`config.mk`:
```
export PLATFORM = sky130hd
export DESIGN_NAME = flash_lock_host
export DESIGN_NICKNAME = d
export VERILOG_FILES = /design/src/flash_bus_cycle.v /design/src/flash_lock_host.v
export VERILOG_INCLUDE_DIRS = /design/src
export SDC_FILE = /design/constraint.sdc
export NUM_CORES = 1
export LEC_CHECK = 0
export ABC_CLOCK_PERIOD_IN_PS = 5800
export BUFFER_PORTS_ARGS = -buffer_cell sky130_fd_sc_hd__buf_2
export CORE_AREA = 2 2 127 79
export CTS_CLUSTER_DIAMETER = 150
export DETAILED_ROUTE_END_ITERATION = 7
export DIE_AREA = 0 0 129 81
export MAX_ROUTING_LAYER = met4
export PLACE_DENSITY = 0.95
export SYNTH_ARGS = -nofsm -noshare
export SYNTH_HDL_FRONTEND = slang
export SYNTH_SLANG_ARGS = --single-unit
```
`constraint.sdc`:
```
create_clock -name pclk -period 5.8 [get_ports pclk]
set_input_delay 0 -clock pclk [delete_from_list [all_inputs] [get_ports pclk]]
set_output_delay 0 -clock pclk [all_outputs]
set_load 0.005 [all_outputs]
```
`src/flash_host_consts.vh`:
```
`ifndef FLASH_HOST_CONSTS_VH
`define FLASH_HOST_CONSTS_VH

// apb register offsets (controller's own map)
`define REG_CTRL          8'h00
`define REG_ADDR          8'h04
`define REG_DATA          8'h08
`define REG_STAT          8'h0c
`define REG_RESULT        8'h10
`define REG_PD            8'h14

// ctrl register fields
`define CTRL_GO_BIT       8
`define CTRL_OP_LSB       0
`define CTRL_OP_MSB       2

// operation codes written to ctrl
`define OP_ERASE          3'h0
`define OP_WRITE          3'h1
`define OP_SET_BLOCK      3'h2
`define OP_SET_MASTER     3'h3
`define OP_CLEAR_LOCKS    3'h4
`define OP_READ_ARRAY     3'h5
`define OP_CLEAR_STATUS   3'h6
`define OP_READ_STATUS    3'h7

// flash command codes
`define CMD_ERASE_SETUP   8'h20
`define CMD_CONFIRM       8'hd0
`define CMD_WRITE_SETUP   8'h40
`define CMD_LOCK_SETUP    8'h60
`define CMD_BLOCK_LOCK    8'h01
`define CMD_MASTER_LOCK   8'hf1
`define CMD_READ_ARRAY    8'hff
`define CMD_CLEAR_STATUS  8'h50
`define CMD_READ_STATUS   8'h70

// status register bit positions
`define SR_READY          7
`define SR_ERASE_PAUSED   6
`define SR_ERASE_ERR      5
`define SR_PROG_ERR       4
`define SR_SUPPLY_LOW     3
`define SR_PROG_PAUSED    2
`define SR_PROTECT        1
`define SR_VALID_MASK     8'hfe
`define SR_RESET          8'h80

// bus timing
`define T_PULSE_NS        50
`define PCLK_NS           10
`define PULSE_CYC         ((`T_PULSE_NS + `PCLK_NS - 1) / `PCLK_NS)

// powerdown/lock drive levels
`define PD_LOW            2'h0
`define PD_NORMAL         2'h1
`define PD_OVERRIDE       2'h2
`define PD_UNSUPPORTED    2'h3

`endif

```
`src/flash_bus_cycle.v`:
```
`timescale 1ns/10ps
`include "flash_host_consts.vh"

// one parallel bus cycle: write or read with a timed strobe
module flash_bus_cycle (
  input  wire        pclk,
  input  wire        presetn,
  input  wire        start,
  input  wire        write,
  input  wire [18:0] addr,
  input  wire [7:0]  wdata,
  output wire        done,
  output reg  [7:0]  rdata,
  output reg  [18:0] flash_addr,
  output reg  [7:0]  flash_dq_out,
  output reg         flash_dq_oe,
  input  wire [7:0]  flash_dq_in,
  output reg         flash_ce_n,
  output reg         flash_we_n,
  output reg         flash_oe_n
);
  reg [3:0] count;
  reg       busy;
  reg       fin;

  assign done = fin;

  // strobe counter; data captured on the last cycle of a read
  always @(posedge pclk or negedge presetn) begin
    if (!presetn) begin
      count        <= 4'h0;
      busy         <= 1'b0;
      fin          <= 1'b0;
      rdata        <= 8'h00;
      flash_addr   <= 19'h00000;
      flash_dq_out <= 8'h00;
      flash_dq_oe  <= 1'b0;
      flash_ce_n   <= 1'b1;
      flash_we_n   <= 1'b1;
      flash_oe_n   <= 1'b1;
    end else begin
      fin <= 1'b0;
      if (!busy && start) begin
        busy         <= 1'b1;
        count        <= 4'h0;
        flash_addr   <= addr;
        flash_dq_out <= wdata;
        flash_dq_oe  <= write;
        flash_ce_n   <= 1'b0;
        flash_we_n   <= ~write;
        flash_oe_n   <= write;
      end else if (busy) begin
        if (count == `PULSE_CYC - 1) begin
          busy        <= 1'b0;
          fin         <= 1'b1;
          flash_ce_n  <= 1'b1;
          flash_we_n  <= 1'b1;   // write latched on rising edge
          flash_oe_n  <= 1'b1;
          flash_dq_oe <= 1'b0;
          if (!flash_oe_n)
            rdata <= flash_dq_in;
        end else begin
          count <= count + 4'h1;
        end
      end
    end
  end
endmodule // flash_bus_cycle

```
`src/flash_lock_host.v`:
```
// Contract
// - clear locks is 60h then d0h at any address
// - host flags (relock_needed) a clear aborted by supply loss or powerdown; it does not repeat it
// - host masks reserved status bit 0 when polling
// - host ignores bits 6 to 0 while bit 7 is zero
// - erase is 20h then d0h in block; write is 40h then data
// - lock set is 60h then 01h for block or f1h for master
// - error bits sticky until clear-status or power-down; ffh returns to array read
`timescale 1ns/10ps
`include "flash_host_consts.vh"

module flash_lock_host (
  input  wire        pclk,
  input  wire        presetn,
  input  wire        psel,
  input  wire        penable,
  input  wire        pwrite,
  input  wire [7:0]  paddr,
  input  wire [31:0] pwdata,
  output reg  [31:0] prdata,
  output wire        pready,
  output wire        pslverr,
  output wire [18:0] flash_addr,
  output wire [7:0]  flash_dq_out,
  output wire        flash_dq_oe,
  input  wire [7:0]  flash_dq_in,
  output wire        flash_ce_n,
  output wire        flash_we_n,
  output wire        flash_oe_n,
  output reg  [1:0]  powerdown_lock_input,
  input  wire        ready_busy_output
);
  // one-hot sequencer states
  localparam [6:0] S_IDLE  = 7'h01;
  localparam [6:0] S_CMD1  = 7'h02;
  localparam [6:0] S_CMD2  = 7'h04;
  localparam [6:0] S_POLL  = 7'h08;
  localparam [6:0] S_WAIT  = 7'h10;
  localparam [6:0] S_RDARR = 7'h20;
  localparam [6:0] S_FIN   = 7'h40;

  reg  [6:0]  state;
  reg  [2:0]  op;
  reg  [18:0] tgt_addr;
  reg  [7:0]  tgt_data;
  reg  [7:0]  engine_status_reg;
  reg  [7:0]  result;
  reg         relock_needed;
  reg         busy;
  reg         cyc_start;
  reg         cyc_write;
  reg  [7:0]  cyc_wdata;
  wire        cyc_done;
  wire [7:0]  cyc_rdata;
  wire        wr_acc;
  wire        go;

  assign pready  = 1'b1;
  assign pslverr = 1'b0;
  assign wr_acc  = psel & penable & pwrite;
  assign go      = wr_acc && (paddr == `REG_CTRL) && pwdata[`CTRL_GO_BIT] && !busy;

  // unpack status fields for readback
  wire engine_ready_flag          = engine_status_reg[`SR_READY];
  wire erase_paused_flag          = engine_status_reg[`SR_ERASE_PAUSED];
  wire erase_unlock_error_flag    = engine_status_reg[`SR_ERASE_ERR];
  wire program_lockset_error_flag = engine_status_reg[`SR_PROG_ERR];
  wire program_supply_low_flag    = engine_status_reg[`SR_SUPPLY_LOW];
  wire program_paused_flag        = engine_status_reg[`SR_PROG_PAUSED];
  wire protect_abort_flag         = engine_status_reg[`SR_PROTECT];
  wire seq_error = erase_unlock_error_flag & program_lockset_error_flag;

  // apb read mux
  always @* begin
    case (paddr)
      `REG_CTRL:   prdata = {23'h000000, busy, 5'h00, op};
      `REG_ADDR:   prdata = {13'h0000, tgt_addr};
      `REG_DATA:   prdata = {24'h000000, tgt_data};
      `REG_STAT:   prdata = {21'h00000, relock_needed, seq_error, ready_busy_output,
                             engine_status_reg};
      `REG_RESULT: prdata = {24'h000000, result};
      `REG_PD:     prdata = {30'h00000000, powerdown_lock_input};
      default:     prdata = 32'h00000000;
    endcase
  end

  // first command byte of each operation
  function [7:0] first_cmd;
    input [2:0] o;
    begin
      case (o)
        `OP_ERASE:        first_cmd = `CMD_ERASE_SETUP;
        `OP_WRITE:        first_cmd = `CMD_WRITE_SETUP;
        `OP_SET_BLOCK:    first_cmd = `CMD_LOCK_SETUP;
        `OP_SET_MASTER:   first_cmd = `CMD_LOCK_SETUP;
        `OP_CLEAR_LOCKS:  first_cmd = `CMD_LOCK_SETUP;
        `OP_CLEAR_STATUS: first_cmd = `CMD_CLEAR_STATUS;
        `OP_READ_STATUS:  first_cmd = `CMD_READ_STATUS;
        default:          first_cmd = `CMD_READ_ARRAY;
      endcase
    end
  endfunction

  // second command byte, or data for a byte write
  function [7:0] second_cmd;
    input [2:0] o;
    input [7:0] d;
    begin
      case (o)
        `OP_ERASE:       second_cmd = `CMD_CONFIRM;
        `OP_WRITE:       second_cmd = d;
        `OP_SET_BLOCK:   second_cmd = `CMD_BLOCK_LOCK;
        `OP_SET_MASTER:  second_cmd = `CMD_MASTER_LOCK;
        default:         second_cmd = `CMD_CONFIRM;
      endcase
    end
  endfunction

  wire two_cycle = (op == `OP_ERASE) || (op == `OP_WRITE) || (op == `OP_SET_BLOCK) ||
                   (op == `OP_SET_MASTER) || (op == `OP_CLEAR_LOCKS);

  // register writes and command sequencer
  always @(posedge pclk or negedge presetn) begin
    if (!presetn) begin
      state                <= S_IDLE;
      op                   <= `OP_READ_ARRAY;
      tgt_addr             <= 19'h00000;
      tgt_data             <= 8'h00;
      engine_status_reg    <= `SR_RESET;
      result               <= 8'h00;
      relock_needed        <= 1'b0;
      busy                 <= 1'b0;
      cyc_start            <= 1'b0;
      cyc_write            <= 1'b0;
      cyc_wdata            <= 8'h00;
      powerdown_lock_input <= `PD_LOW;
    end else begin
      cyc_start <= 1'b0;
      if (wr_acc && paddr == `REG_ADDR && !busy)
        tgt_addr <= pwdata[18:0];
      if (wr_acc && paddr == `REG_DATA && !busy)
        tgt_data <= pwdata[7:0];
      // level kept among three legal values; mid level unsupported
      if (wr_acc && paddr == `REG_PD && pwdata[1:0] != `PD_UNSUPPORTED)
        powerdown_lock_input <= pwdata[1:0];
      if (powerdown_lock_input == `PD_LOW)
        engine_status_reg <= `SR_RESET;
      case (state)
        S_IDLE: begin
          if (go) begin
            op        <= pwdata[`CTRL_OP_MSB:`CTRL_OP_LSB];
            busy      <= 1'b1;
            cyc_start <= 1'b1;
            cyc_write <= 1'b1;
            cyc_wdata <= first_cmd(pwdata[`CTRL_OP_MSB:`CTRL_OP_LSB]);
            state     <= S_CMD1;
          end
        end
        S_CMD1: begin
          if (cyc_done) begin
            cyc_start <= 1'b1;
            if (two_cycle) begin
              cyc_write <= 1'b1;
              cyc_wdata <= second_cmd(op, tgt_data);
              state     <= S_CMD2;
            end else begin
              // single commands: read status back, or array data for read array
              cyc_write <= 1'b0;
              state     <= S_POLL;
            end
          end
        end
        S_CMD2: begin
          if (cyc_done) begin
            state <= S_WAIT;
          end
        end
        S_WAIT: begin
          if (powerdown_lock_input == `PD_LOW) begin
            // device held in power-down never answers: give up, flag a redo if clearing locks
            if (op == `OP_CLEAR_LOCKS)
              relock_needed <= 1'b1;
            state <= S_FIN;
          end else begin
            // device reads status after the pair, poll bit 7
            cyc_start <= 1'b1;
            cyc_write <= 1'b0;
            state     <= S_POLL;
          end
        end
        S_POLL: begin
          if (cyc_done) begin
            if (op == `OP_READ_ARRAY) begin
              // array data carries no ready bit: take it as it comes
              result <= cyc_rdata;
              state  <= S_FIN;
            end else if (cyc_rdata[`SR_READY]) begin
              // mask reserved bit, use the rest only when ready
              engine_status_reg <= cyc_rdata & `SR_VALID_MASK;
              result            <= cyc_rdata & `SR_VALID_MASK;
              // a clear cut short by low supply leaves locks undetermined
              if (op == `OP_CLEAR_LOCKS)
                relock_needed <= cyc_rdata[`SR_SUPPLY_LOW];
              cyc_start <= 1'b1;
              cyc_write <= 1'b1;
              cyc_wdata <= `CMD_READ_ARRAY;
              state     <= S_RDARR;
            end else begin
              engine_status_reg[`SR_READY] <= 1'b0;
              state <= S_WAIT;
            end
          end
        end
        S_RDARR: begin
          if (cyc_done)
            state <= S_FIN;
        end
        S_FIN: begin
          busy  <= 1'b0;
          state <= S_IDLE;
        end
        default: state <= S_IDLE;
      endcase
    end
  end

  // read array op is a plain array read at target
  flash_bus_cycle u_cycle (
    .pclk         (pclk),
    .presetn      (presetn),
    .start        (cyc_start),
    .write        (cyc_write),
    .addr         (tgt_addr),
    .wdata        (cyc_wdata),
    .done         (cyc_done),
    .rdata        (cyc_rdata),
    .flash_addr   (flash_addr),
    .flash_dq_out (flash_dq_out),
    .flash_dq_oe  (flash_dq_oe),
    .flash_dq_in  (flash_dq_in),
    .flash_ce_n   (flash_ce_n),
    .flash_we_n   (flash_we_n),
    .flash_oe_n   (flash_oe_n)
  );
endmodule // flash_lock_host

```
-- Word level (Yosys, flattened, before mapping)
Index checks and enable logic that the tools add are counted.
- register bits after elaboration: 112
- bits in latches: 0
- memory bits (writable): 0
- bits in read-only memories: 0
- bits of input ports: 54
- output and inout bits: 67
- word-level logic and storage cells: 172
- memories kept: 0
- $add $sub $neg: 1
- $mul: 0
- div/mod/pow operators: 0
- $lt $le $gt $ge: 0
- eq/ne operators: 38
- shifts and indexed selects: 0
- muxes and demuxes: 67
- bitwise gates (word level): 6
- reductions and logical operators: 38
- operators with widths (cell ; count):
    $pmux 19 s6 ; 1
    $mux 8 ; 12
    $mux 7 ; 8
    $pmux 8 s3 ; 2
    $pmux 7 s6 ; 1
    $pmux 8 s5 ; 1
    $mux 1 ; 33
    $reduce_and 7->1 ; 3
    $eq 8x4->1 const B ; 2
    $eq 8x5->1 const B ; 2
    $mux 4 ; 4
    $ne 2x2->1 const B ; 8
    $eq 3x3->1 const B ; 5
    $eq 3x2->1 const B ; 4
    $ne 2x1->1 const B ; 6
    $logic_and 1x1->1 ; 10
    $reduce_bool 2->1 ; 5
    $eq 8x3->1 const B ; 1
    $logic_not 8->1 ; 1
    $pmux 1 s4 ; 2
    $reduce_and 2->1 ; 4
    $eq 7x1->1 const B ; 1
    $eq 7x2->1 const B ; 1
    $eq 7x3->1 const B ; 1
    other kinds (21) ; 32

-- Logic depth before layout (Yosys ltp)
- depth in word-level cells: 8
- gate-level depth with buffers: 7
- gate-level depth less buffers: 7

-- Hierarchy
Synthesis repeated with hierarchy kept, for this count alone.
- cells, all modules: 453
- area total of the unflattened synthesis: 5345.1 sq um
- modules (own cells, without submodules) (module ; times used ; cells an instance ; area an instance (sq um) ; seq. area each (sq um)):
    flash_lock_host ; 1 ; 336 ; 3460.8 ; 1681.6
    flash_bus_cycle ; 1 ; 117 ; 1884.3 ; 1129.8

-- Worst setup path after synthesis
OpenSTA, ideal clock, no wires.
- kind: flip-flop to flip-flop
- from: reg op[0]
- to: reg cyc_wdata[4]
- library setup time: 0.125 ns
- arrival time: 1.734 ns
- data required time: 5.675 ns
- setup slack: 3.941 ns
- cell stages (with the launch flop): 8
- buffers on the path: 2
- clock period less this slack: 1.859 ns
- path through: dfstp_2 buf_2 and3b_1 buf_6 and4b_4 o22ai_4 nor2_8 mux2_4
- word-level cells in the longest chain between the ends: 7
- elaborated cells between the ends (all ways): 17
- classes of those cells: 7 x eq/ne; 4 x mux; 6 x reduce/logical
- RTL lines (item ; line ; source):
    start, declared ; flash_lock_host.v:43 ; reg [2:0] op;
    start signal, assigned ; flash_lock_host.v:126 ; op <= `OP_READ_ARRAY;
    start signal, assigned ; flash_lock_host.v:151 ; op <= pwdata[`CTRL_OP_MSB:`CTRL_OP_LSB];
    branches (longest 7 deep; another with $pmux 8 s3) ; -- ;
    end signal, assigned ; flash_lock_host.v:155 ; cyc_wdata <= first_cmd(pwdata[`CTRL_OP_MSB:`CTRL_OP_LSB]);
    end signal, assigned ; flash_lock_host.v:164 ; cyc_wdata <= second_cmd(op, tgt_data);
    end signal, assigned ; flash_lock_host.v:206 ; cyc_wdata <= `CMD_READ_ARRAY;
    end, declared ; flash_lock_host.v:52 ; reg [7:0] cyc_wdata;
Several ways; the timed one is not identified. The select of a mux whose other input is x is not followed.
A chain may end at the register's enable or synchronous reset.

-- Final worst setup path
- from: reg state[3]
- to: reg cyc_wdata[6]
- word-level cells in the longest chain between the ends: 3
- elaborated cells between the ends (all ways): 12
- classes of those cells: 9 x eq/ne; 1 x mux; 2 x reduce/logical
- RTL lines (item ; line ; source):
    start, declared ; flash_lock_host.v:42 ; reg [6:0] state;
    start signal, assigned ; flash_lock_host.v:125 ; state <= S_IDLE;
    start signal, assigned ; flash_lock_host.v:156 ; state <= S_CMD1;
    start signal, assigned ; flash_lock_host.v:165 ; state <= S_CMD2;
    $eq 7x2->1, or another cell as far along ; flash_lock_host.v:148 ; case (state)
    $ne 2x2->1 (no source line), or another cell as far along ; -- ;
    $reduce_and 7->1 (no source line) ; -- ;
Several ways; a longest one is shown, not always the timed one.

==> summary.txt <==
Power and ir drop
  – Peak VDD IR: 0.156 mV
  – Leakage: 3.30 nW
  – Power Density: 281 nW/um^2

GRT
  – Number of global-route vias before repair: 4,218
  – First-pass GRT wire length: 21.4 mm
  – Largest net degree at the start of global routing: 92
  – Overflow after GRT: 0
  – GRT Total Usage: 27.8%
  – Antenna violations before repair: 0

Clocking
  – Cts hold-fix bufs: 26
  – Cts bufs inserted: 9
  – Htree depth: 3
  – Resize count post-CTS: 0
  – Setup Buffers After CTS: 0
  – Max Root-Sink Buffers: 2
  – Worst skew pair latency: 360 ps
  – CTS Root Cell: clkbuf_16
  – CTS tree: yes
  – Clock Pin Slew Worst Setup and Hold Paths: 70 ps
  – Clock tree sinks: 112

Min path
  – Worst Hold Class: in2reg
  – WHS Path Cells: 2
  – Min-delay src: pwdata[1]
  – Hold EP: op[1]

STA
  – Final setup viols: 0
  – Post-Route Skew: 9.47 ps
  – Hold WS: 24.3 ps
  – Max-slew violation count: 0
  – Final Hold Vio Count: 0
  – TNS Setup: 0 ps
  – RSZ-0062 raised after global routing: false
  – Slew @ Worst Pin: 1150 ps
  – Minimum clock period: 2410 ps
  – Fin crit share: 41.5%
  – Max Freq: 0.415 GHz
  – Max-slew headroom: 23.5%

Die
  – Die H: 81 um
  – Total core area: 9490 sq um
  – Starting Density: 55.5%
  – Die area: 10,400 sq um
  – Top Ports: 121
  – Core Rows: 28
  – Die X: 129 um

Drt
  – Avg WL per Cell: 18.3 um
  – Drt via density: 5.93
  – Initial drt markers: 539
  – DRC viols: 0
  – ANT nets after route: 0
  – Pre-Repair DR Iteration Count: 6
  – Vias: 4,391
  – Post-Route WL: 13.6 mm

Yosys
  – Seq/Total Area, Yosys: 53.3%
  – Synth unique cells: 63
  – Synthesized cell area: 5270 sq um
  – EDFF count, synth: 0
  – Yosys reg bits: 112
  – Asr flop ratio synth: 100%
  – Syn Area/Cell: 10.7 sq um
  – Ys flop type: dfrtp_1
  – Post-Syn Instances: 494
  – YS warnings: 0

Finish
  – Layout cells sized above 1: 30.2%
  – Final std cells w/o fill: 741
  – Antenna cells: 0
  – Finished Core Util: 66.5%
  – Final layout net count: 657
  – Reg area: 2810 sq um
  – Area of the multi-input gates: 2250 sq um
  – Area grow syn2layout: 19.8%
  – Post-route cell area: 6320 sq um
  – Filler cells: 666
  – Largest registers: tgt_addr: 19 flops, u_cycle.flash_addr: 19 flops

Setup path
  – Crit start category: flop
  – RR Startpoint: state[3]
  – Crit path buffers/inverters: 0
  – Slowest stage delay, CP: 660 ps
  – CP Capture Type: flop
  – CP Max Fanout: 11
  – Crit path DAT: 2650 ps
  – Worst reg-to-reg setup slack: 3390 ps
  – Reg2reg path depth: 5
  – Reg-to-Reg End: cyc_wdata[6]
  – Worst Path Required: 6040 ps
  – Slowest CP cell: nor2_1
  – Crit. Startpoint: state[3]
  – Worst path cell trace: nor2_1 > nand3_1 > nor2_4 > nor2_8 > mux2_4
  – CP Class: reg2reg
  – Dominant delay contributor by cell family on the critical path: simple AND/OR/NAND/NOR gates

Placement
  – Placed inst area: 5750 sq um
  – Placer Congestion: 0.969
  – Post-DP HPWL: 9.31 mm
  – Port bufs: 92
  – Placed insts: 699

Status
  – Status: finished, final reports clean

Job
  – Max_cap viols: 0
-- routing by layer --
layer	vias up	GRT usage, %	share of wire [%]
met4	0	12.2	3.4
met1	2122	36.0	41
met2	299	42.2	45
li1	1908	-	-
met5	-	-	0
met3	62	6.65	10
-- final cells by class --
type | instances | area share [%]
sequential | 112 | 44.5
inverter | 10 | 0.594
tap | 135 | 2.67
clock inverter | 6 | 1.09
timing repair buffer | 120 | 11.7
multi-input combinational | 348 | 35.7
clock buffer | 10 | 3.78
-- how the worst max path moves through the flow --
stage	endpoint	cells past startpoint
after floorplan	cyc_wdata[4]	7
after global placement	tgt_addr[18]	5
after detailed placement	tgt_addr[10]	5
after CTS	cyc_wdata[6]	5
after global routing	cyc_wdata[6]	5
final	cyc_wdata[6]	5
-- cell families after synthesis --
logic type | count (synthesis) | share of synthesized area, %
simple gates | 215 | 20.6
flops | 112 | 53.3
compound gates | 65 | 9.59
mux | 48 | 10.4
buf+inv | 47 | 4.89
xor+xnor | 3 | 0.499
fa+ha+maj | 2 | 0.475
other cells | 2 | 0.143
-- cell usage after synthesis, types with 3 or more instances --
cell	count	area [sq um]
a21oi_1	4	20.0
a222oi_1	7	70.1
a22oi_1	7	52.6
a2bb2oi_1	5	43.8
and2_1	10	62.6
and3_1	5	31.3
buf_2	5	25.0
buf_4	16	120
clkbuf_1	14	52.6
dfrtp_1	105	2630
dfstp_2	7	184
inv_1	10	37.5
mux2_2	43	484
mux2_4	3	45.0
nand2_1	123	462
nand2b_1	3	18.8
nand3_1	15	75.1
nand3b_1	3	22.5
nand4_1	4	25.0
nor2_1	16	60.1
nor2b_1	5	31.3
nor3_1	7	35.0
o211ai_1	7	52.6
o21ai_0	13	65.1
o31ai_1	3	22.5
xor2_1	3	26.3
-- layout by cell type, fill, tap and decap left out, types with 3 or more instances in the layout --
cell type	n
a21oi_1	4
a222oi_1	7
a22oi_1	7
a2bb2oi_1	5
and2_1	10
and3_1	5
buf_2	91
buf_4	3
clkbuf_16	9
clkinv_4	3
conb_1	15
dfrtp_1	105
dfstp_2	7
dlygate4sd3_1	26
inv_1	10
mux2_2	43
mux2_4	3
nand2_1	123
nand2b_1	3
nand3_1	15
nand3b_1	3
nand4_1	4
nor2_1	16
nor2b_1	4
nor3_1	7
o211ai_1	7
o21ai_0	13
o31ai_1	3
xor2_1	3
-- power by group --
group / switching [W] / leakage, nW / internal (W)
Combinational: 0.000100 / 1.64 / 0.000110
Clock: 0.000283 / 0.149 / 0.000348
Sequential: 0.0000675 / 1.52 / 0.000868
-- stage by stage --
step           worst slack, ps  total power [W]
2_1_floorplan             3940          0.00105
3_3_place_gp              3320          0.00112
3_5_place_dp              3250          0.00114
4_1_cts                   3480          0.00178
5_1_grt                   3300          0.00185
6_report                  3390          0.00178
No activity file was read; power rests on OpenSTA's default activity.
